File: src/hw/cot_pkg.sv
// Package for the compare output timer: register map, field positions,
// reset values and shared carrier types.
// Assumes a 32-bit AHB-Lite slave with one register per aligned word.
package cot_pkg;
  // ---------------------------------------------------------------
  // Register indices (printed offsets) and the bus address width
  // ---------------------------------------------------------------
  localparam logic [11:0] IDX_CTRL_ONE = 12'h121;
  localparam logic [11:0] IDX_AB_IO = 12'h124;
  localparam logic [11:0] IDX_CD_IO = 12'h125;
  localparam logic [11:0] IDX_CTRL_TWO = 12'h130;
  localparam logic [11:0] IDX_MODE = 12'h120;
  localparam logic [11:0] IDX_COUNTER = 12'h126;
  localparam logic [11:0] IDX_CMP_A = 12'h128;
  localparam logic [11:0] IDX_CMP_B = 12'h129;
  localparam logic [11:0] IDX_CMP_C = 12'h12A;
  localparam logic [11:0] IDX_CMP_D = 12'h12B;
  localparam logic [11:0] IDX_OUT_EN = 12'h12C;
  localparam logic [11:0] IDX_STATUS = 12'h12D;
  localparam int ADDR_W = 14;
  // ---------------------------------------------------------------
  // Reset values
  // ---------------------------------------------------------------
  localparam logic [7:0] RST_CTRL_ONE = 8'h00;
  localparam logic [7:0] RST_AB_IO = 8'h88;
  localparam logic [7:0] RST_CD_IO = 8'h00;
  localparam logic [7:0] RST_CTRL_TWO = 8'h18;
  localparam logic [7:0] RST_MODE = 8'h00;
  localparam logic [7:0] RST_OUT_EN = 8'h0F;
  localparam logic [15:0] RST_CMP = 16'hFFFF;
  // Unassigned bits that read as one
  localparam logic [7:0] ONES_AB_IO = 8'h80;
  localparam logic [7:0] ONES_CTRL_TWO = 8'h18;
  // ---------------------------------------------------------------
  // Field positions
  // ---------------------------------------------------------------
  localparam int POS_CLEAR_SEL = 7;
  localparam int POS_SRC_LO = 4;
  localparam int POS_STOP_MATCH = 5;
  localparam int POS_RUN = 0;
  localparam int POS_BUF_C = 2;
  localparam int POS_BUF_D = 3;
  localparam int POS_CUTOFF_EN = 7;
  // Count source codes
  localparam logic [2:0] SRC_DIV1 = 3'h0;
  localparam logic [2:0] SRC_DIV2 = 3'h1;
  localparam logic [2:0] SRC_DIV4 = 3'h2;
  localparam logic [2:0] SRC_DIV8 = 3'h3;
  localparam logic [2:0] SRC_DIV32 = 3'h4;
  localparam logic [2:0] SRC_EXT = 3'h5;
  localparam logic [4:0] DIV_MAX = 5'h1F;
  // Match actions
  localparam logic [1:0] ACT_NONE = 2'h0;
  localparam logic [1:0] ACT_LOW = 2'h1;
  localparam logic [1:0] ACT_HIGH = 2'h2;
  localparam logic [1:0] ACT_TOGGLE = 2'h3;
  // ---------------------------------------------------------------
  // Carrier types
  // ---------------------------------------------------------------
  typedef struct packed {
    logic [3:0] level;
    logic [3:0] drive;
  } cot_pins_s;
  typedef struct packed {
    logic sel;
    logic write;
    logic [ADDR_W-1:0] addr;
  } cot_aphase_s;
endpackage

File: src/hw/cot_timer.sv
// Compare output timer: 16-bit up-counter with four compare channels,
// AHB-Lite register slave, waveform pins and two interrupt requests.
// Assumes pins ext_count_clock_pin and cutoff pin are asynchronous.
//
// Local design decision: the AHB-Lite slave port.
`timescale 1ns/1ps
module cot_timer (
  input wire logic clock_in,
  input wire logic rst_in,
  input wire logic hsel_in,
  input wire logic [31:0] haddr_in,
  input wire logic [1:0] htrans_in,
  input wire logic hwrite_in,
  input wire logic [2:0] hsize_in,
  input wire logic [31:0] hwdata_in,
  input wire logic hready_in,
  output logic [31:0] hrdata_out,
  output logic hreadyout_out,
  output logic hresp_out,
  input wire logic ext_count_clock_pin_in,
  input wire logic ext_int_zero_n_in,
  output logic [3:0] wave_pin_out,
  output logic [3:0] wave_pin_oe_out,
  output logic match_irq_out,
  output logic overflow_irq_out
);
  // ---------------------------------------------------------------
  // State
  // ---------------------------------------------------------------
  typedef struct packed {
    logic [7:0] ctrl_one;
    logic [7:0] ab_io;
    logic [7:0] cd_io;
    logic [7:0] ctrl_two;
    logic [7:0] mode;
    logic [7:0] out_dis;
    logic [15:0] up_counter;
    logic [15:0] cmp_a;
    logic [15:0] cmp_b;
    logic [15:0] cmp_c;
    logic [15:0] cmp_d;
    logic [4:0] prescale;
    logic [1:0] ext_sync;
    logic ext_prev;
    logic [1:0] cut_sync;
    logic [3:0] match_hold;
    logic tick_d;
    logic load_init;
    logic [1:0] irq;
    cot_pkg::cot_aphase_s aph;
    logic [31:0] rdata;
  } cot_state_s;
  cot_state_s st_r;
  cot_state_s st_nxt;

  logic tick;
  logic [3:0] eq;
  logic [3:0] pin_match;
  logic [3:0] pin_level;
  logic [1:0] act [4];
  logic [2:0] src;
  logic wr_go;
  logic [11:0] idx;
  logic [31:0] rd_mux;
  logic route_c;
  logic route_d;
  logic [1:0] irq_ev;

  assign src = st_r.ctrl_one[cot_pkg::POS_SRC_LO +: 3];
  assign route_c = ~st_r.cd_io[3];
  assign route_d = ~st_r.cd_io[7];
  assign act[0] = st_r.ab_io[1:0];
  assign act[1] = st_r.ab_io[5:4];
  assign act[2] = st_r.cd_io[1:0];
  assign act[3] = st_r.cd_io[5:4];

  // ---------------------------------------------------------------
  // Count source tick
  // ---------------------------------------------------------------
  // Prescaler runs freely so a divided tick is a single-cycle pulse
  always_comb begin
    unique case (src)
      cot_pkg::SRC_DIV1: tick = 1'b1;
      cot_pkg::SRC_DIV2: tick = (st_r.prescale[0] == 1'b1);
      cot_pkg::SRC_DIV4: tick = (st_r.prescale[1:0] == 2'h3);
      cot_pkg::SRC_DIV8: tick = (st_r.prescale[2:0] == 3'h7);
      cot_pkg::SRC_DIV32: tick = (st_r.prescale == cot_pkg::DIV_MAX);
      cot_pkg::SRC_EXT: tick = st_r.ext_sync[1] & ~st_r.ext_prev;
      default: tick = 1'b0; // Unused codes never count
    endcase
  end

  // Equality compare, sampled only on a count tick
  assign eq[0] = (st_r.up_counter == st_r.cmp_a);
  assign eq[1] = (st_r.up_counter == st_r.cmp_b);
  assign eq[2] = (st_r.up_counter == st_r.cmp_c);
  assign eq[3] = (st_r.up_counter == st_r.cmp_d);

  // Channel C/D feed pins A/B when redirected (cd_io bit 3/7 clear), whatever the buffer mode
  always_comb begin
    pin_match[0] = st_r.match_hold[0] | (route_c & st_r.match_hold[2]);
    pin_match[1] = st_r.match_hold[1] | (route_d & st_r.match_hold[3]);
    pin_match[2] = st_r.match_hold[2] & ~route_c;
    pin_match[3] = st_r.match_hold[3] & ~route_d;
  end

  // Bus decode of the data phase
  assign wr_go = st_r.aph.sel & st_r.aph.write;
  assign idx = st_r.aph.addr[13:2];

  // Read multiplexer; ONES_AB_IO and ONES_CTRL_TWO bits read as one, other unassigned bits zero
  always_comb begin
    rd_mux = 32'h0000_0000;
    unique case (haddr_in[13:2])
      cot_pkg::IDX_CTRL_ONE: rd_mux[7:0] = st_r.ctrl_one;
      cot_pkg::IDX_AB_IO: rd_mux[7:0] = st_r.ab_io | cot_pkg::ONES_AB_IO;
      cot_pkg::IDX_CD_IO: rd_mux[7:0] = st_r.cd_io;
      cot_pkg::IDX_CTRL_TWO: rd_mux[7:0] = st_r.ctrl_two | cot_pkg::ONES_CTRL_TWO;
      cot_pkg::IDX_MODE: rd_mux[7:0] = st_r.mode;
      cot_pkg::IDX_COUNTER: rd_mux[15:0] = st_r.up_counter;
      cot_pkg::IDX_CMP_A: rd_mux[15:0] = st_r.cmp_a;
      cot_pkg::IDX_CMP_B: rd_mux[15:0] = st_r.cmp_b;
      cot_pkg::IDX_CMP_C: rd_mux[15:0] = st_r.cmp_c;
      cot_pkg::IDX_CMP_D: rd_mux[15:0] = st_r.cmp_d;
      cot_pkg::IDX_OUT_EN: rd_mux[7:0] = st_r.out_dis;
      cot_pkg::IDX_STATUS: rd_mux[1:0] = st_r.irq;
      default: rd_mux = 32'h0000_0000;
    endcase
  end

  // ---------------------------------------------------------------
  // Next-state logic
  // ---------------------------------------------------------------
  always_comb begin
    st_nxt = st_r;
    st_nxt.prescale = st_r.prescale + 5'h01;
    st_nxt.ext_sync = {st_r.ext_sync[0], ext_count_clock_pin_in};
    st_nxt.ext_prev = st_r.ext_sync[1];
    st_nxt.cut_sync = {st_r.cut_sync[0], ext_int_zero_n_in};
    st_nxt.match_hold = '0;
    st_nxt.tick_d = 1'b0;
    st_nxt.load_init = 1'b0;
    st_nxt.irq = st_r.irq;
    irq_ev = 2'h0;
    // Counting and matching
    if (st_r.mode[cot_pkg::POS_RUN] && tick) begin
      st_nxt.match_hold = eq;
      if (|eq) begin
        st_nxt.irq[0] = 1'b1;
        irq_ev[0] = 1'b1;
      end
      if (st_r.ctrl_one[cot_pkg::POS_CLEAR_SEL] && eq[0]) begin
        st_nxt.up_counter = 16'h0000;
      end else begin
        st_nxt.up_counter = st_r.up_counter + 16'h0001;
        if (st_r.up_counter == 16'hFFFF) begin
          st_nxt.irq[1] = 1'b1;
          irq_ev[1] = 1'b1;
        end
      end
      // Buffered values move into A/B on their match
      if (st_r.mode[cot_pkg::POS_BUF_C] && eq[0]) begin
        st_nxt.cmp_a = st_r.cmp_c;
      end
      if (st_r.mode[cot_pkg::POS_BUF_D] && eq[1]) begin
        st_nxt.cmp_b = st_r.cmp_d;
      end
      if (st_r.ctrl_two[cot_pkg::POS_STOP_MATCH] && eq[0]) begin
        st_nxt.mode[cot_pkg::POS_RUN] = 1'b0;
      end
    end
    // Address phase capture
    if (hready_in) begin
      st_nxt.aph.sel = hsel_in & htrans_in[1];
      st_nxt.aph.write = hwrite_in;
      st_nxt.aph.addr = haddr_in[cot_pkg::ADDR_W-1:0];
    end
    st_nxt.rdata = rd_mux;
    // Register writes in the data phase
    if (wr_go) begin
      unique case (idx)
        cot_pkg::IDX_CTRL_ONE: begin
          st_nxt.ctrl_one = hwdata_in[7:0];
          st_nxt.load_init = 1'b1;
        end
        cot_pkg::IDX_AB_IO: st_nxt.ab_io = hwdata_in[7:0] & ~cot_pkg::ONES_AB_IO;
        cot_pkg::IDX_CD_IO: st_nxt.cd_io = hwdata_in[7:0];
        cot_pkg::IDX_CTRL_TWO: st_nxt.ctrl_two = hwdata_in[7:0] & ~cot_pkg::ONES_CTRL_TWO;
        cot_pkg::IDX_MODE: st_nxt.mode = hwdata_in[7:0];
        cot_pkg::IDX_COUNTER: st_nxt.up_counter = hwdata_in[15:0];
        cot_pkg::IDX_CMP_A: st_nxt.cmp_a = hwdata_in[15:0];
        cot_pkg::IDX_CMP_B: st_nxt.cmp_b = hwdata_in[15:0];
        cot_pkg::IDX_CMP_C: st_nxt.cmp_c = hwdata_in[15:0];
        cot_pkg::IDX_CMP_D: st_nxt.cmp_d = hwdata_in[15:0];
        cot_pkg::IDX_OUT_EN: st_nxt.out_dis = hwdata_in[7:0];
        cot_pkg::IDX_STATUS: begin
          // Write one to clear; a same-cycle event still sets the flag
          st_nxt.irq = (st_r.irq & ~hwdata_in[1:0]) | irq_ev;
        end
        default: st_nxt.ctrl_one = st_r.ctrl_one;
      endcase
    end
    // Cutoff after the writes, so a same-cycle write cannot re-enable pins
    if (st_r.out_dis[cot_pkg::POS_CUTOFF_EN] && !st_r.cut_sync[1]) begin
      st_nxt.out_dis[3:0] = 4'hF;
    end
  end

  // State register
  always_ff @(posedge clock_in) begin
    if (rst_in) begin
      st_r <= '0;
      st_r.ctrl_one <= cot_pkg::RST_CTRL_ONE;
      st_r.ab_io <= cot_pkg::RST_AB_IO & ~cot_pkg::ONES_AB_IO;
      st_r.cd_io <= cot_pkg::RST_CD_IO;
      st_r.ctrl_two <= cot_pkg::RST_CTRL_TWO & ~cot_pkg::ONES_CTRL_TWO;
      st_r.mode <= cot_pkg::RST_MODE;
      st_r.out_dis <= cot_pkg::RST_OUT_EN;
      st_r.cmp_a <= cot_pkg::RST_CMP;
      st_r.cmp_b <= cot_pkg::RST_CMP;
      st_r.cmp_c <= cot_pkg::RST_CMP;
      st_r.cmp_d <= cot_pkg::RST_CMP;
      st_r.ext_sync <= 2'h3;
      st_r.ext_prev <= 1'b1;
      st_r.cut_sync <= 2'h3;
    end else begin
      st_r <= st_nxt;
    end
  end

  // ---------------------------------------------------------------
  // Waveform pins
  // ---------------------------------------------------------------
  // One pin channel per output; pin enable needs action set and not disabled
  for (genvar i = 0; i < 4; i++) begin : g_pin
    cot_pin_channel u_pin (
      .clock_in(clock_in),
      .rst_in(rst_in),
      .load_init_in(st_r.load_init),
      .init_level_in(st_r.ctrl_one[i]),
      .action_in(act[i]),
      .match_in(pin_match[i]),
      .level_out(pin_level[i])
    );
    assign wave_pin_oe_out[i] = (act[i] != cot_pkg::ACT_NONE) & ~st_r.out_dis[i];
  end

  assign wave_pin_out = pin_level;
  assign hrdata_out = st_r.rdata;
  assign hreadyout_out = 1'b1;
  assign hresp_out = 1'b0;
  assign match_irq_out = st_r.irq[0];
  assign overflow_irq_out = st_r.irq[1];
endmodule

File: src/hw/cot_pin_channel.sv
// One waveform output pin: initial level load and match actions.
// Assumes match strobes are already qualified by the counter tick.
`timescale 1ns/1ps
module cot_pin_channel (
  input wire logic clock_in,
  input wire logic rst_in,
  input wire logic load_init_in,
  input wire logic init_level_in,
  input wire logic [1:0] action_in,
  input wire logic match_in,
  output logic level_out
);
  typedef struct packed {
    logic level;
  } cot_pin_state_s;
  cot_pin_state_s st_r;
  cot_pin_state_s st_nxt;

  // Initial level load takes priority; action code zero leaves pin alone
  always_comb begin
    st_nxt = st_r;
    if (load_init_in) begin
      st_nxt.level = init_level_in;
    end else if (match_in) begin
      unique case (action_in)
        cot_pkg::ACT_NONE: st_nxt.level = st_r.level;
        cot_pkg::ACT_LOW: st_nxt.level = 1'b0;
        cot_pkg::ACT_HIGH: st_nxt.level = 1'b1;
        cot_pkg::ACT_TOGGLE: st_nxt.level = ~st_r.level;
      endcase
    end
  end

  // State register
  always_ff @(posedge clock_in) begin
    if (rst_in) begin
      st_r <= '0;
    end else begin
      st_r <= st_nxt;
    end
  end

  assign level_out = st_r.level;
endmodule

File: config.mk
export PLATFORM = sky130hd
export DESIGN_NAME = cot_timer
export DESIGN_NICKNAME = d
export VERILOG_FILES = /design/src/hw/cot_pkg.sv /design/src/hw/cot_timer.sv /design/src/hw/cot_pin_channel.sv
export SDC_FILE = /design/constraint.sdc
export NUM_CORES = 1
export LEC_CHECK = 0
export BUFFER_PORTS_ARGS = -buffer_cell sky130_fd_sc_hd__buf_2
export CAP_MARGIN = 0
export CORE_MARGIN = 2
export CORE_UTILIZATION = 57
export CTS_CLUSTER_DIAMETER = 80
export DETAILED_ROUTE_END_ITERATION = 16
export GPL_ROUTABILITY_DRIVEN = 0
export PLACE_DENSITY = 0.88
export SLEW_MARGIN = 20
export SYNTH_ARGS = -nofsm -noshare
export SYNTH_HDL_FRONTEND = slang
export SYNTH_SLANG_ARGS = --single-unit
File: constraint.sdc
create_clock -name clock_in -period 3.2 [get_ports clock_in]
set_input_delay 0.16 -clock clock_in [delete_from_list [all_inputs] [get_ports clock_in]]
set_output_delay 0.16 -clock clock_in [all_outputs]
set_load 0.05 [all_outputs]
# After elaboration in Yosys (flattened, before gate mapping)
# Cells that the tools add are included.
# word_totals
register_bits,194
in_bits,76
output_inout_bits,44
word_cells,194
# op_classes
add_sub_neg,2
n_eq_ne,53
n_mux,45
bitwise_logic,29
reduce_logical,36
# ops
operator,count
$eq A12 B9 Y1 const B,24
$mux W128,1
$mux W16,8
$pmux W6 S11,1
$eq A16 B16 Y1,4
$mux W48,1
$mux W8,5
$pmux W8 S5,1
$pmux W2 S12,1
$reduce_and A2 Y1,12
$eq A2 B2 Y1 const B,9
$mux W1,17
$add A16 B1 Y16 const B,1
$eq A16 B16 Y1 const B,1
$reduce_bool A2 Y1,8
$not A1 Y1,13
$pmux W1 S3,4
$and A1 B1 Y1,11
$eq A3 B3 Y1 const B,3
$eq A2 B1 Y1 const B,4
$logic_not A2 Y1,4
$ne A2 B2 Y1 const B,4
$mux W7,1
$eq A3 B2 Y1 const B,2
other kinds (15),25

# Longest topological paths before layout
# logic_depth
depth_word,8
depth_mapped,11
mapped_depth_nobuf,9

# Modules after synthesis
# Synthesis repeated with hierarchy kept, for this count alone.
# unflattened
hier_cells,1097
area_unflattened_um2,9476.6
# modules_own_cells
mod,n_inst,cells_each,area_per_inst_um2,seq_area_each_um2
cot_timer,1,1077,9301.4,3443.3
cot_pin_channel,4,5,43.8,20.0

# Least setup slack after synthesis
# No wires, ideal clock.
# synth_timing
kind,register to register
startpoint,reg st_r[61] (netlist bit)
endpoint,reg st_r[104] (netlist bit)
setup_time_ns,0.132
arrival_ns,2.294
required_ns,3.068
slack_ns,0.774
path_stages_with_launch,12
path_buffers,2
synth_period_minus_slack_ns,2.426
path_cell_list,dfxtp_1 ha_1 and3_1 ha_1 nand2b_1 a21oi_1 or3_1 or3_1 buf_2 buf_2 mux2i_1 a21oi_1
# synth_between
elab_chain_len,6
word_cells_on_any_way,8
classes_between,3 x eq/ne; 4 x mux; 1 x reduce/logical
# synth_rtl
element,line,rtl
from (decl),cot_timer.sv:53,cot_state_s st_r;
from (signal assigned),cot_timer.sv:227,st_r <= st_nxt;
$eq A5 B5 Y1 (tied with other cells),cot_timer.sv:87,cot_pkg::SRC_DIV32: tick = (st_r.prescale == cot_pkg::DIV_MAX);
$pmux W1 S6 *,cot_timer.sv:82,unique case (src)
$logic_and A1 B1 Y1 *,cot_timer.sv:146,if (st_r.mode[cot_pkg::POS_RUN] && tick) begin
$mux W48 *,cot_timer.sv:146,
$mux W16,cot_timer.sv:181,unique case (idx)
$mux W128 *,cot_timer.sv:180,if (wr_go) begin
# Mark *: on every way between the ends. The rest lies on a longest branch, timed or not.
# A chain may end at the register's enable or synchronous reset.

# Final worst setup path
# layout_timing
startpoint,reg st_r[61] (netlist bit)
endpoint,reg st_r[139] (netlist bit)
# Same word-level chain as after synthesis.

==> reports/qor.txt <==
Root Buffer: clkbuf_16
post-DP HPWL: 18.14 mm
Initial Util: 58.63%
status: finished clean
crit path DAT: 3.33 ns
final wirelength: 27.12 mm
Die X: 129.5 um
largest net degree at the start of global routing: 80
Final Hold Viols: 0
worst rel slew slack: 31.57%
startpoint types: register
share of synthesized area occupied by flip-flops and latches: 39.24%
Area Overhead vs Synth: 9.908%
clock sinks: 176
Crit Path Class: register to register
RSZ-0062 raised after global routing: no
Post-synth top flop: dfxtp_1
Clock Skews: 0.008865 ns
Post-synth EDFFs: 0
routed len/inst: 20.64 um
Crit path required time: 3.55 ns
FP Rows: 45
vias in the first global route: 7,773
synthesized instance count: 1,084
Final Setup Violations: 0
type of the worst min-delay path: input port to register
grt ovf: 0
Worst-Skew Late Latency: 0.44 ns
crit path time final: 2.978 ns
DR iter-0 viols: 1,552
Post-synth ARST share: 0%
Area after DPL: 9154 um^2
H-tree depth: 4
commonest cells after routing, fill and taps aside: dfxtp_1 (176), nand2_1 (136), nor2_1 (102)
Routed Antenna Nets: 0
DR DRC count: 0
mean post-synth cell area: 8.283 um^2
antenna violations before repair: 2
DIE HEIGHT: 129.5 um
drt first pass iters: 8
die footprint: 16,770 um^2
LEAKAGE: 4.074 nW
distinct cell type count after synthesis: 59
GRT Resource Usage Total: 32.46%
Final Cell Area: 9868 um^2
placed cells: 1,273
via/cell ratio: 6.463
Num CTS Buffers: 17
Cell Area, Synth: 8979 um^2
Top Ports: 120
first-pass GRT wire length: 41.68 mm
non-filler instance count after layout: 1,314
Layout Nets: 1,172
Yosys Warn Count: 0
Setup TNS Final: 0 ns
Port Buf Inserts: 61
most common cell after layout, fill and taps aside: dfxtp_1
max-slew violations: 0
P per Cell Area: 474.5 nW/um^2
layout cell share with drive strength beyond 1: 11.89%
CTS tree: yes
via count: 8,492
largest cells by area after synthesis: dfxtp_1 (39%), mux2i_1 (8.7%), nand2_1 (5.7%), xor2_1 (4.9%), a21oi_1 (4.4%)
Worst Tran Pin Value: 1.022 ns
core area: 15,310 um^2
period utilisation layout: 93.06%
leading area contributor after synthesis: dfxtp_1
crit path max fanout: 14
Max clock buf depth: 2
Clock transition at path regs: 0.06 ns
fill count: 1,175
peak supply drop: 0.0004543 V
Fmax achieved: 335.8 MHz
max cap viols: 0
Worst setup EP type: register
top-area cell type share of the netlist area: 39.24%
flops & latches, synth: 176
flip-flops by register name, summed over array words and instances, names as in the netlist:
| register | flops |
|---|---|
| hrdata_out | 16 |
| g_pin.u_pin.level_out | 4 |
| overflow_irq_out | 1 |
| st_nxt | 3 |
| src | 3 |
| act | 8 |
| idx | 12 |
| match_irq_out | 1 |
| st_r | 128 |
logic make-up after synthesis:
| logic type | count (synthesis) | synth area share (%) |
|---|---|---|
| fa+ha+maj | 5 | 0.6968 |
| buf+inv | 136 | 7.678 |
| compound gates | 199 | 14.00 |
| mux | 85 | 9.824 |
| simple gates | 415 | 22.03 |
| xor+xnor | 66 | 6.438 |
| flops | 176 | 39.24 |
| other cells | 2 | 0.08364 |
critical path: stages, from the launching register on:
cell and delay (ns):
dfxtp_1 0.35, ha_1 0.22, and3_1 0.18, ha_1 0.16
nand2b_1 0.13, a21oi_1 0.28, nor3_1 0.20, a31oi_1 0.86
o21ai_0 0.27, a21oi_1 0.24
layer usage:
metal / up-vias / GRT usage [%] / routed length [um]
li1: 3760 / - / -
met4: 0 / 16.51 / 1317
met3: 131 / 9.372 / 3807
met5: - / 0 / 0
met2: 682 / 50.28 / 12000
met1: 3919 / 41.41 / 9990
worst paths after layout:
check,from,endpoint,slack [ns],depth (start not counted)
max,st_r[61]$_SDFF_PP0_,st_r[139]$_SDFF_PP0_,0.22,9
min,hwdata_in[14],st_r[144]$_SDFF_PP0_,0.02,3
max reg2reg,st_r[61]$_SDFF_PP0_,st_r[139]$_SDFF_PP0_,0.22,9
min reg2reg,st_nxt[57]$_SDFF_PP1_,st_r[57]$_SDFF_PP1_,0.41,1
per-stage QoR:
stage	power [mW]	setup WS [ns]	utilization, %	hold slack [ns]
after floorplan	2.448	0.7737	-	0.2638
after CTS	4.657	0.2493	64.42	0.01080
final	4.682	0.2221	64.44	0.01815
after detailed placement	2.511	0.3593	59.77	0.3461
after global placement	2.507	0.3888	59.77	0.3460
after global routing	4.780	0.06541	64.44	0.03484
synthesized netlist by cell type, drive strengths merged, types with 6 or more instances:
master	count
a31oi	21
nand4	15
buf	62
nor2	103
inv	13
o21ai	25
a22oi	25
o31a	10
clkbuf	61
xnor2	16
nor3	14
dfxtp	176
nor4	27
mux2i	78
and3	16
nand2b	6
a21oi	79
nand3	63
xor2	50
a32oi	6
nor2b	11
nand2	136
timing repair:
action / 4_1_cts / 5_1_grt
hold buffers: 10 / 0
setup buffers: 0 / 0
resized for setup: 0 / 0
setup endpoints to repair: 0 / 0
hold endpoints to repair: 10 / 0
report_power, final:
part	switching, mW	internal, mW	leakage, nW
logic	0.200	0.0659	2.35
registers	0.0138	2.21	1.42
clock network	0.838	1.36	0.300
layout make-up:
class	instances	area [um^2]	area share (%)
inverters	13	48.80	0.4945
clock inverters	6	130.1	1.319
well taps	211	264.0	2.675
repair buffers	95	585.6	5.934
flip-flops and latches	176	3523	35.70
diodes	1	2.502	0.02536
multi-input cells	788	4832	48.97
clock buffers	24	481.7	4.881
No activity file was read; power rests on OpenSTA's default activity.
